**config.mk**
```make
export PLATFORM = sky130hd
export DESIGN_NAME = hcs_hyp_control_syndrome
export DESIGN_NICKNAME = d
export VERILOG_FILES = /design/src/hdl/hcs_hyp_control_syndrome.v /design/src/hdl/hcs_align_check.v
export VERILOG_INCLUDE_DIRS = /design/src /design/src/hdl
export SDC_FILE = /design/constraint.sdc
export NUM_CORES = 1
export LEC_CHECK = 0
export ABC_AREA = 1
export BUFFER_PORTS_ARGS = -buffer_cell sky130_fd_sc_hd__buf_2
export CAP_MARGIN = 20
export CORE_MARGIN = 1.5
export CORE_UTILIZATION = 49
export DETAILED_ROUTE_END_ITERATION = 10
export PLACE_DENSITY = 0.85
export SLEW_MARGIN = 10
export SYNTH_ARGS = -nofsm -noshare
export SYNTH_HDL_FRONTEND = slang
export SYNTH_SLANG_ARGS = --single-unit
export TNS_END_PERCENT = 1
```
**constraint.sdc**
```tcl
create_clock -name sys_clk -period 3.4 [get_ports sys_clk]
set_clock_uncertainty 0.1 [all_clocks]
set_input_delay 0.34 -clock sys_clk [delete_from_list [all_inputs] [get_ports sys_clk]]
set_output_delay 0.34 -clock sys_clk [all_outputs]
set_load 0.005 [all_outputs]
```
**src/hdl/hcs_consts.vh**
```
// Summary of operation
// - it_block_disable set makes IT-block PC-targeting halfword 010001xx1xxxx111 undefined.
// - such disabled instructions are undefined whatever their IT condition result.
// - IT may pair as 16+16 or head a 32-bit unit; fault unit follows.
// - it_block_disable optional; absent reads zero, ignores writes; resets unknown otherwise.
// - barrier_instr_enable bit 5: 0 undefines legacy barriers; absent reads one.
// - data_cache_enable bit 2 gives hypervisor data cacheability; resets to zero.
// - align_check_enable 0 skips alignment check except exclusive and acquire/release.
// - align_check_enable 1 checks every access; failure is an alignment data abort.
// - exclusive and acquire/release accesses always check alignment.
// - mpu_enable bit 0 turns the hypervisor protection unit on; resets zero.
// - control register decoded at opc1 100, opc2 000, CRn 0001, cp 1111, CRm 0000.
// - control register read-write at hypervisor level only; user and supervisor denied.
// - hyp_trap_group_one set traps supervisor accesses to hypervisor mode; the code makes them undefined instead while guestTrapGeneral is set.
// - syndrome register is 32 bits, captures exceptions taken to hypervisor mode.
// - syndrome for unpredictable-as-undefined must look like a legitimate same-level one.
// - class 000000 unknown, 000001 wait trap; failed-condition waits never trap.
// - classes 000011, 000100, 000101 for coprocessor move traps.
// - classes 000110 load/store, 000111 vector trap, absent vector 000000, 001000 ID read.
// - classes 001100 two-register read, 001110 illegal return, 010001 routed call.
// - classes 010010 hypervisor call, 100000 and 100001 prefetch aborts.
// - classes 100010 PC alignment, 100100 lower-level data abort.
// - class 100101 same-level data abort; other values reserved.
`ifndef HCS_CONSTS_VH
`define HCS_CONSTS_VH
`define HCS_BIT_ITD     7
`define HCS_BIT_BEN     5
`define HCS_BIT_C       2
`define HCS_BIT_A       1
`define HCS_BIT_M       0
`define HCS_RES1_MASK   32'h00000018
`define HCS_ENC_OPC1    3'h4
`define HCS_ENC_OPC2    3'h0
`define HCS_ENC_CRN     4'h1
`define HCS_ENC_CP      4'hF
`define HCS_ENC_CRM     4'h0
`define HCS_CP_ALT      4'hE
`define HCS_LVL_USR     2'h0
`define HCS_LVL_SUP     2'h1
`define HCS_LVL_HYP     2'h2
`define HCS_EC_UNKNOWN  6'h00
`define HCS_EC_WAIT     6'h01
`define HCS_EC_MOV1     6'h03
`define HCS_EC_MOV2     6'h04
`define HCS_EC_MOV1ALT  6'h05
`define HCS_EC_LDST     6'h06
`define HCS_EC_VFP      6'h07
`define HCS_EC_IDREAD   6'h08
`define HCS_EC_RD2ALT   6'h0C
`define HCS_EC_ILLRET   6'h0E
`define HCS_EC_SVC      6'h11
`define HCS_EC_HVC      6'h12
`define HCS_EC_PABT_LO  6'h20
`define HCS_EC_PABT_SM  6'h21
`define HCS_EC_PCALIGN  6'h22
`define HCS_EC_DABT_LO  6'h24
`define HCS_EC_DABT_SM  6'h25
`define HCS_EV_UNKNOWN  4'h0
`define HCS_EV_WAIT     4'h1
`define HCS_EV_MOV      4'h2
`define HCS_EV_MOV2     4'h3
`define HCS_EV_LDST     4'h4
`define HCS_EV_VFP      4'h5
`define HCS_EV_IDREAD   4'h6
`define HCS_EV_ILLRET   4'h7
`define HCS_EV_SVC      4'h8
`define HCS_EV_HVC      4'h9
`define HCS_EV_PABT     4'hA
`define HCS_EV_PCALIGN  4'hB
`define HCS_EV_DABT     4'hC
`endif

```
**src/hdl/hcs_hyp_control_syndrome.v**
```verilog
`timescale 1ns/1ps
`include "hcs_consts.vh"
module hcs_hyp_control_syndrome #(
  parameter HAS_ITD = 1,
  parameter HAS_BEN = 1
) (
  // clock and reset
  input  wire        sys_clk,
  input  wire        rst,
  // coprocessor move
  input  wire        cpValid,
  input  wire        cpWrite,
  input  wire [2:0]  cpOpc1,
  input  wire [2:0]  cpOpc2,
  input  wire [3:0]  cpCrn,
  input  wire [3:0]  cpCrm,
  input  wire [3:0]  cpCoproc,
  input  wire [31:0] cpWdata,
  input  wire        cpToSyndrome,
  input  wire [1:0]  curLevel,
  input  wire        guestTrapGeneral,
  input  wire        hypTrapGroupOne,
  output reg  [31:0] cpRdata,
  output reg         cpDone,
  output reg         cpUndef,
  output reg         cpTrapHyp,
  // instruction check
  input  wire        insnValid,
  input  wire        insnInItBlock,
  input  wire [15:0] insnHw1,
  input  wire        insnIsBarrier,
  output reg         insnUndef,
  // data access
  input  wire        accValid,
  input  wire [2:0]  accAddrLow,
  input  wire [1:0]  accSizeLog2,
  input  wire        accExclusive,
  input  wire        accAcqRel,
  output reg         alignFault,
  // exception capture
  input  wire        excValid,
  input  wire [3:0]  excKind,
  input  wire        excFromLower,
  input  wire        excAltCoproc,
  input  wire        excVfpAbsent,
  input  wire        excCondFail,
  input  wire        excIl,
  input  wire [24:0] excIss,
  output reg         excTaken,
  // control outputs
  output reg         dataCacheable,
  output reg         mpuOn,
  output reg  [31:0] syndrome
);
  // ---------------------------------------------------------------
  // register state
  // ---------------------------------------------------------------
  reg        itdQ, benQ, cQ, aQ, mQ;
  reg [31:0] synQ;
  wire [31:0] ctlView = {24'h0, (HAS_ITD ? itdQ : 1'b0), 1'b0, (HAS_BEN ? benQ : 1'b1),
                         2'h3, cQ, aQ, mQ};
  wire encHit = (cpOpc1 == `HCS_ENC_OPC1) & (cpOpc2 == `HCS_ENC_OPC2) & (cpCrn == `HCS_ENC_CRN) &
                (cpCoproc == `HCS_ENC_CP) & (cpCrm == `HCS_ENC_CRM);
  wire isHyp = (curLevel == `HCS_LVL_HYP);
  wire supTrap = (curLevel == `HCS_LVL_SUP) & hypTrapGroupOne & ~guestTrapGeneral;
  wire ctlHit = cpValid & encHit & ~cpToSyndrome;
  wire synHit = cpValid & cpToSyndrome;
  wire grant = isHyp & (ctlHit | synHit);
  wire wrCtl = ctlHit & isHyp & cpWrite;
  wire wrSyn = synHit & isHyp & cpWrite;
  // ---------------------------------------------------------------
  // instruction disable and alignment
  // ---------------------------------------------------------------
  // pattern test ignores condition pass or fail on purpose
  wire itPcHit = (insnHw1[15:10] == 6'h11) & insnHw1[7] & (insnHw1[2:0] == 3'h7);
  wire undefNext = insnValid & isHyp &
                   (((HAS_ITD != 0) & itdQ & insnInItBlock & itPcHit) |
                    ((HAS_BEN != 0) & ~benQ & insnIsBarrier));
  wire alignNext;
  hcs_align_check uAlign (
    .accValid    (accValid & isHyp),
    .accAddrLow  (accAddrLow),
    .accSizeLog2 (accSizeLog2),
    .accExclusive(accExclusive),
    .accAcqRel   (accAcqRel),
    .alignEnable (aQ),
    .alignFault  (alignNext)
  );
  // ---------------------------------------------------------------
  // exception class encoding
  // ---------------------------------------------------------------
  reg [5:0] ecD;
  reg       takeD;
  always @* begin
    takeD = excValid;
    case (excKind)
      `HCS_EV_UNKNOWN: ecD = `HCS_EC_UNKNOWN;
      `HCS_EV_WAIT: begin
        ecD = `HCS_EC_WAIT;
        takeD = excValid & ~excCondFail;
      end
      `HCS_EV_MOV: ecD = excAltCoproc ? `HCS_EC_MOV1ALT : `HCS_EC_MOV1;
      `HCS_EV_MOV2: ecD = excAltCoproc ? `HCS_EC_RD2ALT : `HCS_EC_MOV2;
      `HCS_EV_LDST: ecD = `HCS_EC_LDST;
      `HCS_EV_VFP: ecD = excVfpAbsent ? `HCS_EC_UNKNOWN : `HCS_EC_VFP;
      `HCS_EV_IDREAD: ecD = `HCS_EC_IDREAD;
      `HCS_EV_ILLRET: ecD = `HCS_EC_ILLRET;
      `HCS_EV_SVC: ecD = `HCS_EC_SVC;
      `HCS_EV_HVC: ecD = `HCS_EC_HVC;
      `HCS_EV_PABT: ecD = excFromLower ? `HCS_EC_PABT_LO : `HCS_EC_PABT_SM;
      `HCS_EV_PCALIGN: ecD = `HCS_EC_PCALIGN;
      `HCS_EV_DABT: ecD = excFromLower ? `HCS_EC_DABT_LO : `HCS_EC_DABT_SM;
      // reserved kinds fall back to unknown so exception capture never writes a reserved class; a software write stores cpWdata unchecked
      default: ecD = `HCS_EC_UNKNOWN;
    endcase
  end
  // unknown class carries no instruction detail, keeping the value legitimate
  wire [31:0] synNew = (ecD == `HCS_EC_UNKNOWN) ? {ecD, 1'b1, 25'h0} : {ecD, excIl, excIss};
  // ---------------------------------------------------------------
  // sequential
  // ---------------------------------------------------------------
  always @(posedge sys_clk or posedge rst) begin
    if (rst) begin
      itdQ <= 1'b0;
      benQ <= 1'b1;
      cQ <= 1'b0;
      aQ <= 1'b0;
      mQ <= 1'b0;
      synQ <= 32'h00000000;
      cpRdata <= 32'h00000000;
      cpDone <= 1'b0;
      cpUndef <= 1'b0;
      cpTrapHyp <= 1'b0;
      insnUndef <= 1'b0;
      alignFault <= 1'b0;
      excTaken <= 1'b0;
      dataCacheable <= 1'b0;
      mpuOn <= 1'b0;
      syndrome <= 32'h00000000;
    end else begin
      if (wrCtl) begin
        itdQ <= cpWdata[`HCS_BIT_ITD];
        benQ <= cpWdata[`HCS_BIT_BEN];
        cQ <= cpWdata[`HCS_BIT_C];
        aQ <= cpWdata[`HCS_BIT_A];
        mQ <= cpWdata[`HCS_BIT_M];
      end
      // hardware capture wins over a software write in the same cycle
      if (takeD)
        synQ <= synNew;
      else if (wrSyn)
        synQ <= cpWdata;
      cpDone <= cpValid;
      cpTrapHyp <= cpValid & encHit & ~cpToSyndrome & supTrap;
      cpUndef <= (ctlHit | synHit) & ~isHyp & ~(ctlHit & supTrap);
      cpRdata <= (grant & ~cpWrite) ? (synHit ? synQ : ctlView) : 32'h00000000;
      insnUndef <= undefNext;
      alignFault <= alignNext;
      excTaken <= takeD;
      dataCacheable <= cQ;
      mpuOn <= mQ;
      syndrome <= takeD ? synNew : (wrSyn ? cpWdata : synQ);
    end
  end
endmodule

```
**src/hdl/hcs_align_check.v**
```verilog
`timescale 1ns/1ps
`include "hcs_consts.vh"
module hcs_align_check (
  // access
  input  wire       accValid,
  input  wire [2:0] accAddrLow,
  input  wire [1:0] accSizeLog2,
  input  wire       accExclusive,
  input  wire       accAcqRel,
  // control
  input  wire       alignEnable,
  // result
  output wire       alignFault
);
  reg [2:0] mask;
  always @* begin
    case (accSizeLog2)
      2'h0:    mask = 3'h0;
      2'h1:    mask = 3'h1;
      2'h2:    mask = 3'h3;
      default: mask = 3'h7;
    endcase
  end
  wire mustCheck = alignEnable | accExclusive | accAcqRel;
  assign alignFault = accValid & mustCheck & (|(accAddrLow & mask));
endmodule

```
==> metrics.txt, run 1 <==
# TYPE chip_impl_metric gauge
chip_impl_metric{name="synth_seq_area_share",unit=""} 0.5052
chip_impl_info{name="tritoncts",value="built"} 1
chip_impl_metric{name="design.core.area",unit="um2"} 7408
chip_impl_metric{name="number_of_primary_i_o_pins",unit=""} 193
chip_impl_info{name="timing.critical_path.to_type",value="register"} 1
chip_impl_metric{name="final.min_clock_period",unit="ns"} 2.032
chip_impl_metric{name="place.gp.congestion",unit=""} 0.9258
chip_impl_metric{name="pwr-share-clk",unit=""} 0.365
chip_impl_metric{name="worst_skew_pair.late_latency",unit="ns"} 0.33
chip_impl_metric{name="avgRoutedWirePerCell",unit="um"} 14.78
chip_impl_metric{name="viasPerCell",unit=""} 5.166
chip_impl_metric{name="fill_cells",unit=""} 633
chip_impl_metric{name="avgSynthCellArea",unit="um2"} 8.773
chip_impl_metric{name="place.port_buffers",unit=""} 186
chip_impl_metric{name="yosysWarningCount",unit=""} 0
chip_impl_metric{name="first_global_vias",unit=""} 3720
chip_impl_metric{name="finish.utilization",unit=""} 0.6832
chip_impl_metric{name="count_of_flip_flops_with_a_built_in_enable_after_synthesis",unit=""} 0
chip_impl_metric{name="synthesis.instances",unit=""} 435
chip_impl_metric{name="overall_overflow_remaining_after_global_route",unit=""} 0
chip_impl_metric{name="power_per_cell_area",unit="nW/um2"} 430.6
chip_impl_metric{name="grt_first_pass_wirelength",unit="mm"} 16.95
chip_impl_metric{name="netSwitchingPower",unit="uW"} 609.6
chip_impl_info{name="rsz_0062_raised_after_global_routing",value="no"} 1
chip_impl_metric{name="clk_pin_slew_worst_paths",unit="ns"} 0.08
chip_impl_metric{name="post_route_cells_drive_above_1_share",unit=""} 0.4393
chip_impl_metric{name="slew_headroom",unit=""} 0.3869
chip_impl_metric{name="dr.pass1.iters",unit=""} 4
chip_impl_info{name="synth.top_cells.by_count",value="76 x dfrtp_1, 71 x nor2_1, 50 x nand2_1"} 1
chip_impl_metric{name="timing.final.max_slew_violations",unit=""} 0
chip_impl_metric{name="grtUsageTotal",unit=""} 0.2561
chip_impl_info{name="worst-setup-path-type",value="primary input to register"} 1
chip_impl_metric{name="row_count",unit=""} 31
chip_impl_info{name="hp-class",value="primary input to register"} 1
chip_impl_metric{name="p_leak",unit="nW"} 2.761
chip_impl_metric{name="dieWidth",unit="um"} 91.25
chip_impl_metric{name="worst-endpoint-required",unit="ns"} 3.57
chip_impl_metric{name="hpwlAfterDp",unit="mm"} 7.856
chip_impl_metric{name="initialDrtViolationCount",unit=""} 157
chip_impl_info{name="start_kind",value="primary input"} 1
chip_impl_metric{name="cts_num_sinks",unit=""} 77
chip_impl_info{name="synthFlopType",value="dfrtp_1"} 1
chip_impl_metric{name="whs",unit="ns"} 0.08248
chip_impl_metric{name="critical_path.max_fanout",unit=""} 26
chip_impl_metric{name="timing.final.setup_violations",unit=""} 0
chip_impl_metric{name="critPathArrivalTime",unit="ns"} 2.21
chip_impl_metric{name="seq_cells_post_synth",unit=""} 77
chip_impl_metric{name="maxCapViolCount",unit=""} 0
chip_impl_metric{name="power.ir.vdd_worst",unit="mV"} 0.2458
chip_impl_metric{name="synth.net_count",unit=""} 556
chip_impl_info{name="run_status",value="completed"} 1
chip_impl_metric{name="cts-buffers-inserted",unit=""} 9
chip_impl_metric{name="portion_of_synthesized_cell_area_occupied_by_the_leading_cell_type",unit=""} 0.4984
chip_impl_metric{name="cells_on_worst_reg2reg_path",unit=""} 4
chip_impl_metric{name="grt_max_degree",unit=""} 61
chip_impl_metric{name="p_int",unit="mW"} 1.570
chip_impl_metric{name="yosysUniqueCellTypes",unit=""} 37
chip_impl_metric{name="initial_cell_density_of_the_core",unit=""} 0.5151
chip_impl_metric{name="p_sw_frac",unit=""} 0.2797
chip_impl_metric{name="antenna_violations_before_repair",unit=""} 0
chip_impl_metric{name="sequential_area",unit="um2"} 1928
chip_impl_metric{name="drcViolationCount",unit=""} 0
chip_impl_metric{name="seq_power_share",unit=""} 0.460
chip_impl_metric{name="wirelength",unit="mm"} 10.71
chip_impl_metric{name="summed_instance_area_of_the_synthesized_netlist",unit="um2"} 3816
chip_impl_metric{name="hold_violations",unit=""} 0
chip_impl_metric{name="cts_htree_levels",unit=""} 3
chip_impl_metric{name="combPwrFrac",unit=""} 0.175
chip_impl_metric{name="num_vias",unit=""} 3745
chip_impl_metric{name="synth-async-reset-ratio",unit=""} 1.000
chip_impl_metric{name="antenna_cells_inserted",unit=""} 0
chip_impl_metric{name="cts-root-to-sink-buffers",unit=""} 2
chip_impl_metric{name="tightest_slew",unit="ns"} 0.9141
chip_impl_info{name="synthMostInstantiatedCell",value="dfrtp_1"} 1
chip_impl_metric{name="final_stage_net_count",unit=""} 742
chip_impl_metric{name="finalSetupTns",unit="ns"} 0
chip_impl_metric{name="die-height",unit="um"} 91.25
chip_impl_metric{name="area_growth_syn_to_layout",unit="%"} 32.62
chip_impl_metric{name="timing.fmax",unit="GHz"} 0.4921
chip_impl_metric{name="die_area",unit="um2"} 8327
chip_impl_metric{name="post-cts-setup-buffer-count",unit=""} 0
chip_impl_info{name="synth.largest_area_cell",value="dfrtp_1"} 1
chip_impl_info{name="post_synth_main_area_contributors",value="dfrtp_1 50%, nor2_1 7.0%, nand2_1 4.9%"} 1
chip_impl_metric{name="final_min_period_over_clock_period",unit=""} 0.5976
chip_impl_metric{name="multi_input_comb_area",unit="um2"} 1575
chip_impl_metric{name="antenna_violating_nets_post_route",unit=""} 0
chip_impl_info{name="clock_tree.root_cell",value="clkbuf_8"} 1
chip_impl_metric{name="worstHoldPathCells",unit=""} 2
==> layer usage <==
metal | global-route usage | share of wire
met2 | 0.4689 | 0.53
met1 | 0.3005 | 0.40
met4 | 0.09635 | 0.021
met5 | 0 | 0
met3 | 0.03769 | 0.055
==> through the flow <==
step                      worst slack (ns)  cells  instance area, um2  power [mW]
final                                1.368    725                5061       2.179
after global routing                 1.159    725                5061       2.269
after CTS                            1.358    725                5061       2.184
after detailed placement             1.012    708                4820       1.398
after global placement               1.043    707                4800       1.382
after floorplan                     0.9950    435                3816       1.233
==> worst max-delay path, stage by stage <==
cell	delay [ns]
buf_2	0.11
nor2_2	0.19
nand2_1	0.18
nor2_4	0.25
inv_2	0.24
nand2_1	0.32
buf_4	0.26
inv_1	0.08
nor2_1	0.12
nand2_1	0.06
nand2_1	0.05
==> power groups by stage <==
stage	clock, mW	sequential [mW]	combinational (mW)
floorplan	0	1.02	0.216
global placement	0	1.02	0.367
detailed placement	0	1.02	0.380
CTS	0.801	1.00	0.383
global route	0.840	1.01	0.421
finish	0.796	1.00	0.381
==> cells in the final DEF (no fill, tap or decap), types with 10 or more instances in the layout <==
cell type	netlist	layout
nand2_1	50	50
nor3b_1	20	20
nand2_4	11	11
nand3_1	16	16
dfrtp_1	76	76
inv_1	43	42
nor2_1	71	71
buf_2	5	186
a21oi_1	15	15
clkbuf_8	0	10
a21oi_2	20	20
o21ai_0	30	30
nand2_2	14	14
==> cell families after synthesis <==
group                  Yosys count  share of synthesized area
and+or+nand+nor                209                     0.2856
DFF                             77                     0.5052
buffers and inverters           71                    0.08196
AOI/OAI and AO/OA               78                     0.1272
==> registers in the layout (all words and copies together) (netlist names) <==
| register | count |
|---|---|
| cpUndef | 1 |
| itdQ | 1 |
| alignFault | 1 |
| cpDone | 1 |
| dataCacheable | 1 |
| mpuOn | 1 |
| insnUndef | 1 |
| benQ | 1 |
| mQ | 1 |
| cQ | 1 |
| cpTrapHyp | 1 |
| cpRdata | 32 |
| synQ | 32 |
| aQ | 1 |
| excTaken | 1 |
==> layout make-up <==
class                           instances  area share
Clock inverter                          6     0.01854
Clock buffer                           10     0.02719
Timing Repair Buffer                  194      0.1988
Inverter                               52     0.03881
Tap cell                               99     0.02447
Multi-Input combinational cell        287      0.3112
Sequential cell                        77      0.3810
==> final timing paths <==
check	start	end	slack [ns]
worst max-delay path	curLevel[0]	synQ[25]	1.37
worst min-delay path	guestTrapGeneral	cpTrapHyp	0.08
worst max register to register	itdQ	insnUndef	2.31
worst min register to register	cQ	dataCacheable	0.31
max in group asynchronous	rst	cpRdata[1]	1.98
min in group asynchronous	rst	cpRdata[19]	0.49
==> what timing repair did <==
action                                 CTS  global route
hold buffers                             1             0
resized for setup                        0             0
endpoints found under the hold margin   28             0
Power figures use the tool's default switching activity.
==> run 2: changes to the inputs <==
CORE_UTILIZATION = 41   (was 49)
PLACE_DENSITY = 0.76   (was 0.85)
clock period = 1.65 ns   (was 3.4 ns; I/O delays follow)
==> run 2 against run 1 <==
Effect of this change: total power grew 130%; utilization fell by 8.1 points; clock power rose to 2.6 times the previous value; register-to-register slack got worse by 2.1 ns; sequential power rose by 110%; die area rose by 19%; highest routed layer unchanged; critical path depth decreased by 6; wire length grew 9.4%; via count grew 3.8%; worst hold slack lost 0.062 ns; non-clock buffer count increased by 33.
==> metrics.txt, run 2 (synthesized netlist as in run 1, its figures left out) <==
# TYPE chip_impl_metric gauge
chip_impl_info{name="run_status",value="completed"} 1
chip_impl_info{name="rsz_0062_raised_after_global_routing",value="no"} 1
chip_impl_metric{name="p_leak",unit="nW"} 2.945
chip_impl_metric{name="initial_cell_density_of_the_core",unit=""} 0.4190
chip_impl_metric{name="dr.pass1.iters",unit=""} 4
chip_impl_info{name="highest_layer",value="met4"} 1
chip_impl_metric{name="grt_first_pass_wirelength",unit="mm"} 18.11
chip_impl_metric{name="slew_headroom",unit=""} 0.7154
chip_impl_metric{name="place.port_buffers",unit=""} 186
chip_impl_info{name="largestRegisters",value="cpRdata: 32 flops, synQ: 32 flops"} 1
chip_impl_metric{name="final_stage_net_count",unit=""} 775
chip_impl_metric{name="post-cts-setup-buffer-count",unit=""} 0
chip_impl_metric{name="cts-buffers-inserted",unit=""} 9
chip_impl_metric{name="place.gp.congestion",unit=""} 0.8547
chip_impl_info{name="regToRegStartpoint",value="itdQ"} 1
chip_impl_metric{name="die-height",unit="um"} 99.48
chip_impl_metric{name="hpwlAfterDp",unit="mm"} 8.342
chip_impl_info{name="regToRegEndpoint",value="insnUndef"} 1
chip_impl_metric{name="dieWidth",unit="um"} 99.48
chip_impl_metric{name="detailroute.wirelength.met2",unit="mm"} 6.102
chip_impl_metric{name="die_area",unit="um2"} 9895
chip_impl_metric{name="tightest_slew",unit="ns"} 0.4270
chip_impl_metric{name="r2r_setup_slack",unit="ns"} 0.17
chip_impl_info{name="final_common_cell",value="buf_2"} 1
chip_impl_info{name="path_common_cell",value="dlygate4sd3_1"} 1
chip_impl_metric{name="num_vias",unit=""} 3888
chip_impl_metric{name="worst_skew_pair.late_latency",unit="ns"} 0.34
chip_impl_metric{name="totalPowerFinal",unit="mW"} 4.959
chip_impl_metric{name="timing.final.max_slew_violations",unit=""} 0
chip_impl_metric{name="timing.final.setup_violations",unit=""} 0
chip_impl_metric{name="initialDrtViolationCount",unit=""} 110
chip_impl_metric{name="worst-endpoint-required",unit="ns"} 1.80
chip_impl_info{name="timing.critical_path.slowest_stage_cell",value="dlygate4sd3_1"} 1
chip_impl_metric{name="combPwrFrac",unit=""} 0.175
chip_impl_metric{name="netSwitchingPower",unit="mW"} 1.258
chip_impl_info{name="tritoncts",value="built"} 1
chip_impl_metric{name="finalSetupTns",unit="ns"} 0
chip_impl_metric{name="viasPerCell",unit=""} 5.049
chip_impl_metric{name="worstHoldPathCells",unit=""} 5
chip_impl_metric{name="critPathArrivalTime",unit="ns"} 1.67
chip_impl_info{name="min_from",value="excIl"} 1
chip_impl_metric{name="antenna_cells_inserted",unit=""} 0
chip_impl_metric{name="p_int",unit="mW"} 3.701
chip_impl_metric{name="p_sw_frac",unit=""} 0.2536
chip_impl_metric{name="pwr-share-clk",unit=""} 0.409
chip_impl_metric{name="antenna_violations_before_repair",unit=""} 0
chip_impl_metric{name="cts-root-to-sink-buffers",unit=""} 2
chip_impl_metric{name="worst_path_largest_cell_delay",unit="ns"} 0.57
chip_impl_metric{name="cts_num_sinks",unit=""} 77
chip_impl_metric{name="power.ir.vdd_worst",unit="mV"} 0.4485
chip_impl_metric{name="cells_on_worst_reg2reg_path",unit=""} 5
chip_impl_metric{name="design.core.area",unit="um2"} 9109
chip_impl_metric{name="dr_wl_met3",unit="um"} 727
chip_impl_info{name="holdPathEnd",value="synQ[25]"} 1
chip_impl_info{name="timing.critical_path.to_type",value="register"} 1
chip_impl_metric{name="overall_overflow_remaining_after_global_route",unit=""} 0
chip_impl_metric{name="drcViolationCount",unit=""} 0
chip_impl_metric{name="seq_power_share",unit=""} 0.416
chip_impl_info{name="mostFrequentLayoutCells",value="186 x buf_2, 76 x dfrtp_1, 71 x nor2_1, 50 x nand2_1, 42 x inv_1"} 1
chip_impl_info{name="clock_tree.root_cell",value="clkbuf_8"} 1
chip_impl_metric{name="avgRoutedWirePerCell",unit="um"} 15.22
chip_impl_metric{name="met1_length",unit="mm"} 4.573
chip_impl_metric{name="grt_max_degree",unit=""} 78
chip_impl_info{name="worst-setup-path-type",value="primary input to register"} 1
chip_impl_metric{name="area_growth_syn_to_layout",unit="%"} 43.74
chip_impl_metric{name="hold_violations",unit=""} 0
chip_impl_metric{name="timing.fmax",unit="GHz"} 0.6611
chip_impl_metric{name="first_global_vias",unit=""} 3802
chip_impl_metric{name="power_per_cell_area",unit="nW/um2"} 904.1
chip_impl_metric{name="wirelength",unit="mm"} 11.72
chip_impl_info{name="cp_cell_sequence",value="dlygate4sd3_1, buf_2, nand3_1, dlygate4sd3_1, a31oi_1"} 1
chip_impl_metric{name="post_route_cells_drive_above_1_share",unit=""} 0.4355
chip_impl_metric{name="final.min_clock_period",unit="ns"} 1.513
chip_impl_info{name="start_kind",value="primary input"} 1
chip_impl_metric{name="number_of_primary_i_o_pins",unit=""} 193
chip_impl_metric{name="row_count",unit=""} 35
chip_impl_metric{name="grtUsageTotal",unit=""} 0.2380
chip_impl_metric{name="clk_pin_slew_worst_paths",unit="ns"} 0.08
chip_impl_metric{name="antenna_violating_nets_post_route",unit=""} 0
chip_impl_metric{name="maxCapViolCount",unit=""} 0
chip_impl_info{name="hp-class",value="primary input to register"} 1
chip_impl_metric{name="fill_cells",unit=""} 784
chip_impl_metric{name="cts_htree_levels",unit=""} 3
chip_impl_metric{name="critical_path.max_fanout",unit=""} 2
chip_impl_metric{name="final_min_period_over_clock_period",unit=""} 0.9167
## run 2: worst max-delay path, delay by kind of cell
family | cells | cell delay (ns)
buffers and inverters | 3 | 1.23
AO/OA/AOI/OAI | 1 | 0.23
AND/OR/NAND/NOR | 1 | 0.05
## run 2: cell type report
| class | instances | area, um2 | area share |
|---|---|---|---|
| sequential | 77 | 1928 | 0.3515 |
| multi-input combinational | 287 | 1587 | 0.2892 |
| timing repair buffer | 227 | 1346 | 0.2454 |
| inverter | 52 | 198.9 | 0.03627 |
| clock inverter | 6 | 158.9 | 0.02897 |
| tap | 111 | 138.9 | 0.02532 |
| clock buffer | 10 | 127.6 | 0.02327 |
## run 2: worst max-delay path by stage
stage / to / startpoint / cells past startpoint / slack, ns
2_1_floorplan: synQ[0] / curLevel[1] / 8 / 0.27
3_3_place_gp: cpRdata[19] / curLevel[0] / 8 / 0.10
3_5_place_dp: synQ[14] / excKind[1] / 11 / 0.04
4_1_cts: insnUndef / itdQ / 5 / 0.08
5_1_grt: cpTrapHyp / cpOpc2[1] / 5 / 0.04
6_report: alignFault / accSizeLog2[0] / 5 / 0.14
## run 2: repair_timing
| item | in CTS | in global routing |
|---|---|---|
| hold endpoints to repair | 92 | 0 |
| hold buffers | 23 | 0 |
| endpoints found under the setup margin | 0 | 2 |
| gates resized for setup | 0 | 2 |
## run 2: power by group through the flow
stage               Combinational (mW)  Clock, mW  Sequential [mW]
floorplan                        0.446          0             2.10
global placement                 0.809          0             2.09
detailed placement               0.824          0             2.10
CTS                              0.868       2.06             2.06
global route                     0.957       2.13             2.08
finish                           0.866       2.03             2.06
## run 2: per-stage QoR
stage,cell area (um2),hold WS [ns],std cells,setup WS [ns],util
after floorplan,3820,0.09643,435,0.2726,-
after global placement,4957,0.2088,731,0.1001,0.5442
after detailed placement,4957,0.2129,731,0.03997,0.5442
after CTS,5474,0.002754,770,0.07829,0.6010
after global routing,5485,0.03017,770,0.04045,0.6022
final,5485,0.02051,770,0.1375,0.6022
## run 2: routing by layer
layer  vias to the layer above  track usage
li1                       1833            -
met1                      1881       0.2746
met2                       147       0.4273
met3                        27      0.04638
met4                         0       0.1073
met5                         -            0
==> run 3: changes to the inputs <==
SETUP_SLACK_MARGIN = 0.15   (was unset)
==> run 3 against run 2 <==
Effect of this change: total power grew 0.37%; utilization rose by 0.38 points; first-iteration DRC count increased by 12%; critical path type unchanged; clock power about the same; sequential cell count unchanged; via count rose by 0.90%.
==> metrics.txt, run 3 (synthesized netlist as in run 1, its figures left out) <==
# TYPE chip_impl_metric gauge
chip_impl_info{name="run_status",value="completed"} 1
chip_impl_metric{name="worst-endpoint-required",unit="ns"} 1.78
chip_impl_metric{name="die-height",unit="um"} 99.48
chip_impl_metric{name="post_route_cells_drive_above_1_share",unit=""} 0.4314
chip_impl_metric{name="clk_pin_slew_worst_paths",unit="ns"} 0.08
chip_impl_metric{name="num_vias",unit=""} 3923
chip_impl_metric{name="number_of_primary_i_o_pins",unit=""} 193
chip_impl_metric{name="dr.pass1.iters",unit=""} 6
chip_impl_metric{name="antenna_violations_before_repair",unit=""} 0
chip_impl_metric{name="die_area",unit="um2"} 9895
chip_impl_metric{name="slew_headroom",unit=""} 0.6933
chip_impl_metric{name="cts-root-to-sink-buffers",unit=""} 2
chip_impl_metric{name="power.ir.vdd_worst",unit="mV"} 0.4469
chip_impl_info{name="timing.critical_path.to_type",value="register"} 1
chip_impl_info{name="mostFrequentLayoutCells",value="186 x buf_2, 76 x dfrtp_1, 71 x nor2_1, 50 x nand2_1, 42 x inv_1"} 1
chip_impl_metric{name="avgRoutedWirePerCell",unit="um"} 15.61
chip_impl_metric{name="grtUsageTotal",unit=""} 0.2426
chip_impl_metric{name="worst_skew_pair.late_latency",unit="ns"} 0.35
chip_impl_metric{name="p_leak",unit="nW"} 2.959
chip_impl_metric{name="antenna_violating_nets_post_route",unit=""} 0
chip_impl_info{name="start_kind",value="primary input"} 1
chip_impl_metric{name="tightest_slew",unit="ns"} 0.4543
chip_impl_metric{name="place.gp.congestion",unit=""} 0.8547
chip_impl_metric{name="timing.final.setup_violations",unit=""} 0
chip_impl_metric{name="drcViolationCount",unit=""} 0
chip_impl_metric{name="fin_area",unit="um2"} 5520
chip_impl_metric{name="timing.final.max_slew_violations",unit=""} 0
chip_impl_metric{name="wirelength",unit="mm"} 12.09
chip_impl_metric{name="maxCapViolCount",unit=""} 0
chip_impl_metric{name="cts_num_sinks",unit=""} 77
chip_impl_metric{name="hold_violations",unit=""} 0
chip_impl_metric{name="hpwlAfterDp",unit="mm"} 8.342
chip_impl_metric{name="grt_max_degree",unit=""} 78
chip_impl_info{name="rsz_0062_raised_after_global_routing",value="no"} 1
chip_impl_metric{name="critical_path.max_fanout",unit=""} 18
chip_impl_metric{name="design.core.area",unit="um2"} 9109
chip_impl_metric{name="final_min_period_over_clock_period",unit=""} 0.7779
chip_impl_metric{name="cts_htree_levels",unit=""} 3
chip_impl_metric{name="viasPerCell",unit=""} 5.068
chip_impl_metric{name="grt_first_pass_wirelength",unit="mm"} 18.45
chip_impl_metric{name="row_count",unit=""} 35
chip_impl_metric{name="power_per_cell_area",unit="nW/um2"} 901.7
chip_impl_info{name="worst-setup-path-type",value="primary input to register"} 1
chip_impl_metric{name="antenna_cells_inserted",unit=""} 0
chip_impl_info{name="tritoncts",value="built"} 1
chip_impl_metric{name="dpl_cell_area",unit="um2"} 4957
chip_impl_metric{name="critPathArrivalTime",unit="ns"} 1.41
chip_impl_info{name="timing.critical_path.slowest_stage_cell",value="buf_12"} 1
chip_impl_metric{name="initial_cell_density_of_the_core",unit=""} 0.4190
chip_impl_metric{name="whs",unit="ns"} 0.01909
chip_impl_metric{name="overall_overflow_remaining_after_global_route",unit=""} 0
chip_impl_metric{name="initialDrtViolationCount",unit=""} 123
chip_impl_info{name="clock_tree.root_cell",value="clkbuf_8"} 1
chip_impl_metric{name="place.port_buffers",unit=""} 186
chip_impl_info{name="path_common_cell",value="nand2_1"} 1
chip_impl_info{name="largestRegisters",value="cpRdata: 32 flops, synQ: 32 flops"} 1
chip_impl_info{name="final_common_cell",value="buf_2"} 1
chip_impl_metric{name="finalSetupTns",unit="ns"} 0
chip_impl_metric{name="first_global_vias",unit=""} 3899
chip_impl_info{name="cp_cell_sequence",value="buf_2, inv_2, nand2_1, nor2_1, nor2_1, nand2_1, nor2_2, nand3_4, buf_12, nand2_1, a21oi_1"} 1
chip_impl_metric{name="post-cts-setup-buffer-count",unit=""} 0
chip_impl_metric{name="timing.fmax",unit="GHz"} 0.7791
chip_impl_metric{name="worst_path_largest_cell_delay",unit="ns"} 0.18
chip_impl_metric{name="dieWidth",unit="um"} 99.48
chip_impl_metric{name="final.min_clock_period",unit="ns"} 1.284
chip_impl_metric{name="r2r_setup_slack",unit="ns"} 0.44
chip_impl_metric{name="area_growth_syn_to_layout",unit="%"} 44.66
chip_impl_metric{name="cts-buffers-inserted",unit=""} 9
chip_impl_info{name="hp-class",value="primary input to register"} 1
chip_impl_metric{name="final_stage_net_count",unit=""} 779
run 3: cell types whose count changed in the layout (fill, tap and decap cells not counted), sizes merged:
cell | previous run | this run
dlygate4sd3 | 23 | 27
run 3: cell type report:
| type | instances | area (um2) |
|---|---|---|
| clock buffer | 10 | 127.6 |
| clock inverter | 6 | 158.9 |
| fill | 781 | 3588 |
| inverter | 52 | 198.9 |
| multi-input combinational | 287 | 1582 |
| sequential | 77 | 1928 |
| tap | 111 | 138.9 |
| timing repair buffer | 231 | 1386 |
run 3: metrics by stage:
step,cells,power (mW),setup slack (ns),utilization
after floorplan,435,2.542,0.2726,-
after global placement,731,2.901,0.1001,0.5442
after detailed placement,731,2.921,0.03997,0.5442
after CTS,776,5.008,0.2843,0.6076
after global routing,774,5.169,0.2790,0.6060
final,774,4.978,0.3665,0.6060
run 3: final timing paths:
kind                       startpoint  cells past startpoint             to
max                        excKind[1]                     11       synQ[14]
min                             excIl                      5       synQ[25]
max reg2reg                        aQ                      2     alignFault
min reg2reg                        cQ                      0  dataCacheable
max in group asynchronous         rst                      4           benQ
min in group asynchronous         rst                      4    cpRdata[22]
run 3: layer usage:
layer,track usage,part of all wire,vias to the layer above
li1,-,-,1844
met1,0.2718,0.39,1873
met2,0.4452,0.52,176
met3,0.04849,0.064,30
met4,0.1073,0.025,0
met5,0,0,-
run 3: power breakdown:
| group | switching, mW | total, mW | internal [mW] | leakage, nW |
|---|---|---|---|---|
| sequential | 0.0741 | 2.06 | 1.99 | 1.00 |
| clock | 0.717 | 2.03 | 1.31 | 0.141 |
| combinational | 0.475 | 0.882 | 0.407 | 1.82 |
| total | 1.27 | 4.98 | 3.71 | 2.96 |
run 3: worst max-delay path: cells and delay by family:
family,cells,cell delay [ns]
simple gates,7,0.74
buf+inv,3,0.40
compound gates,1,0.07
run 3: what timing repair did:
action,4_1_cts,5_1_grt
hold buffers,29,0
gates resized for setup,0,1
endpoints found under the setup margin,0,1
endpoints found under the hold margin,92,0
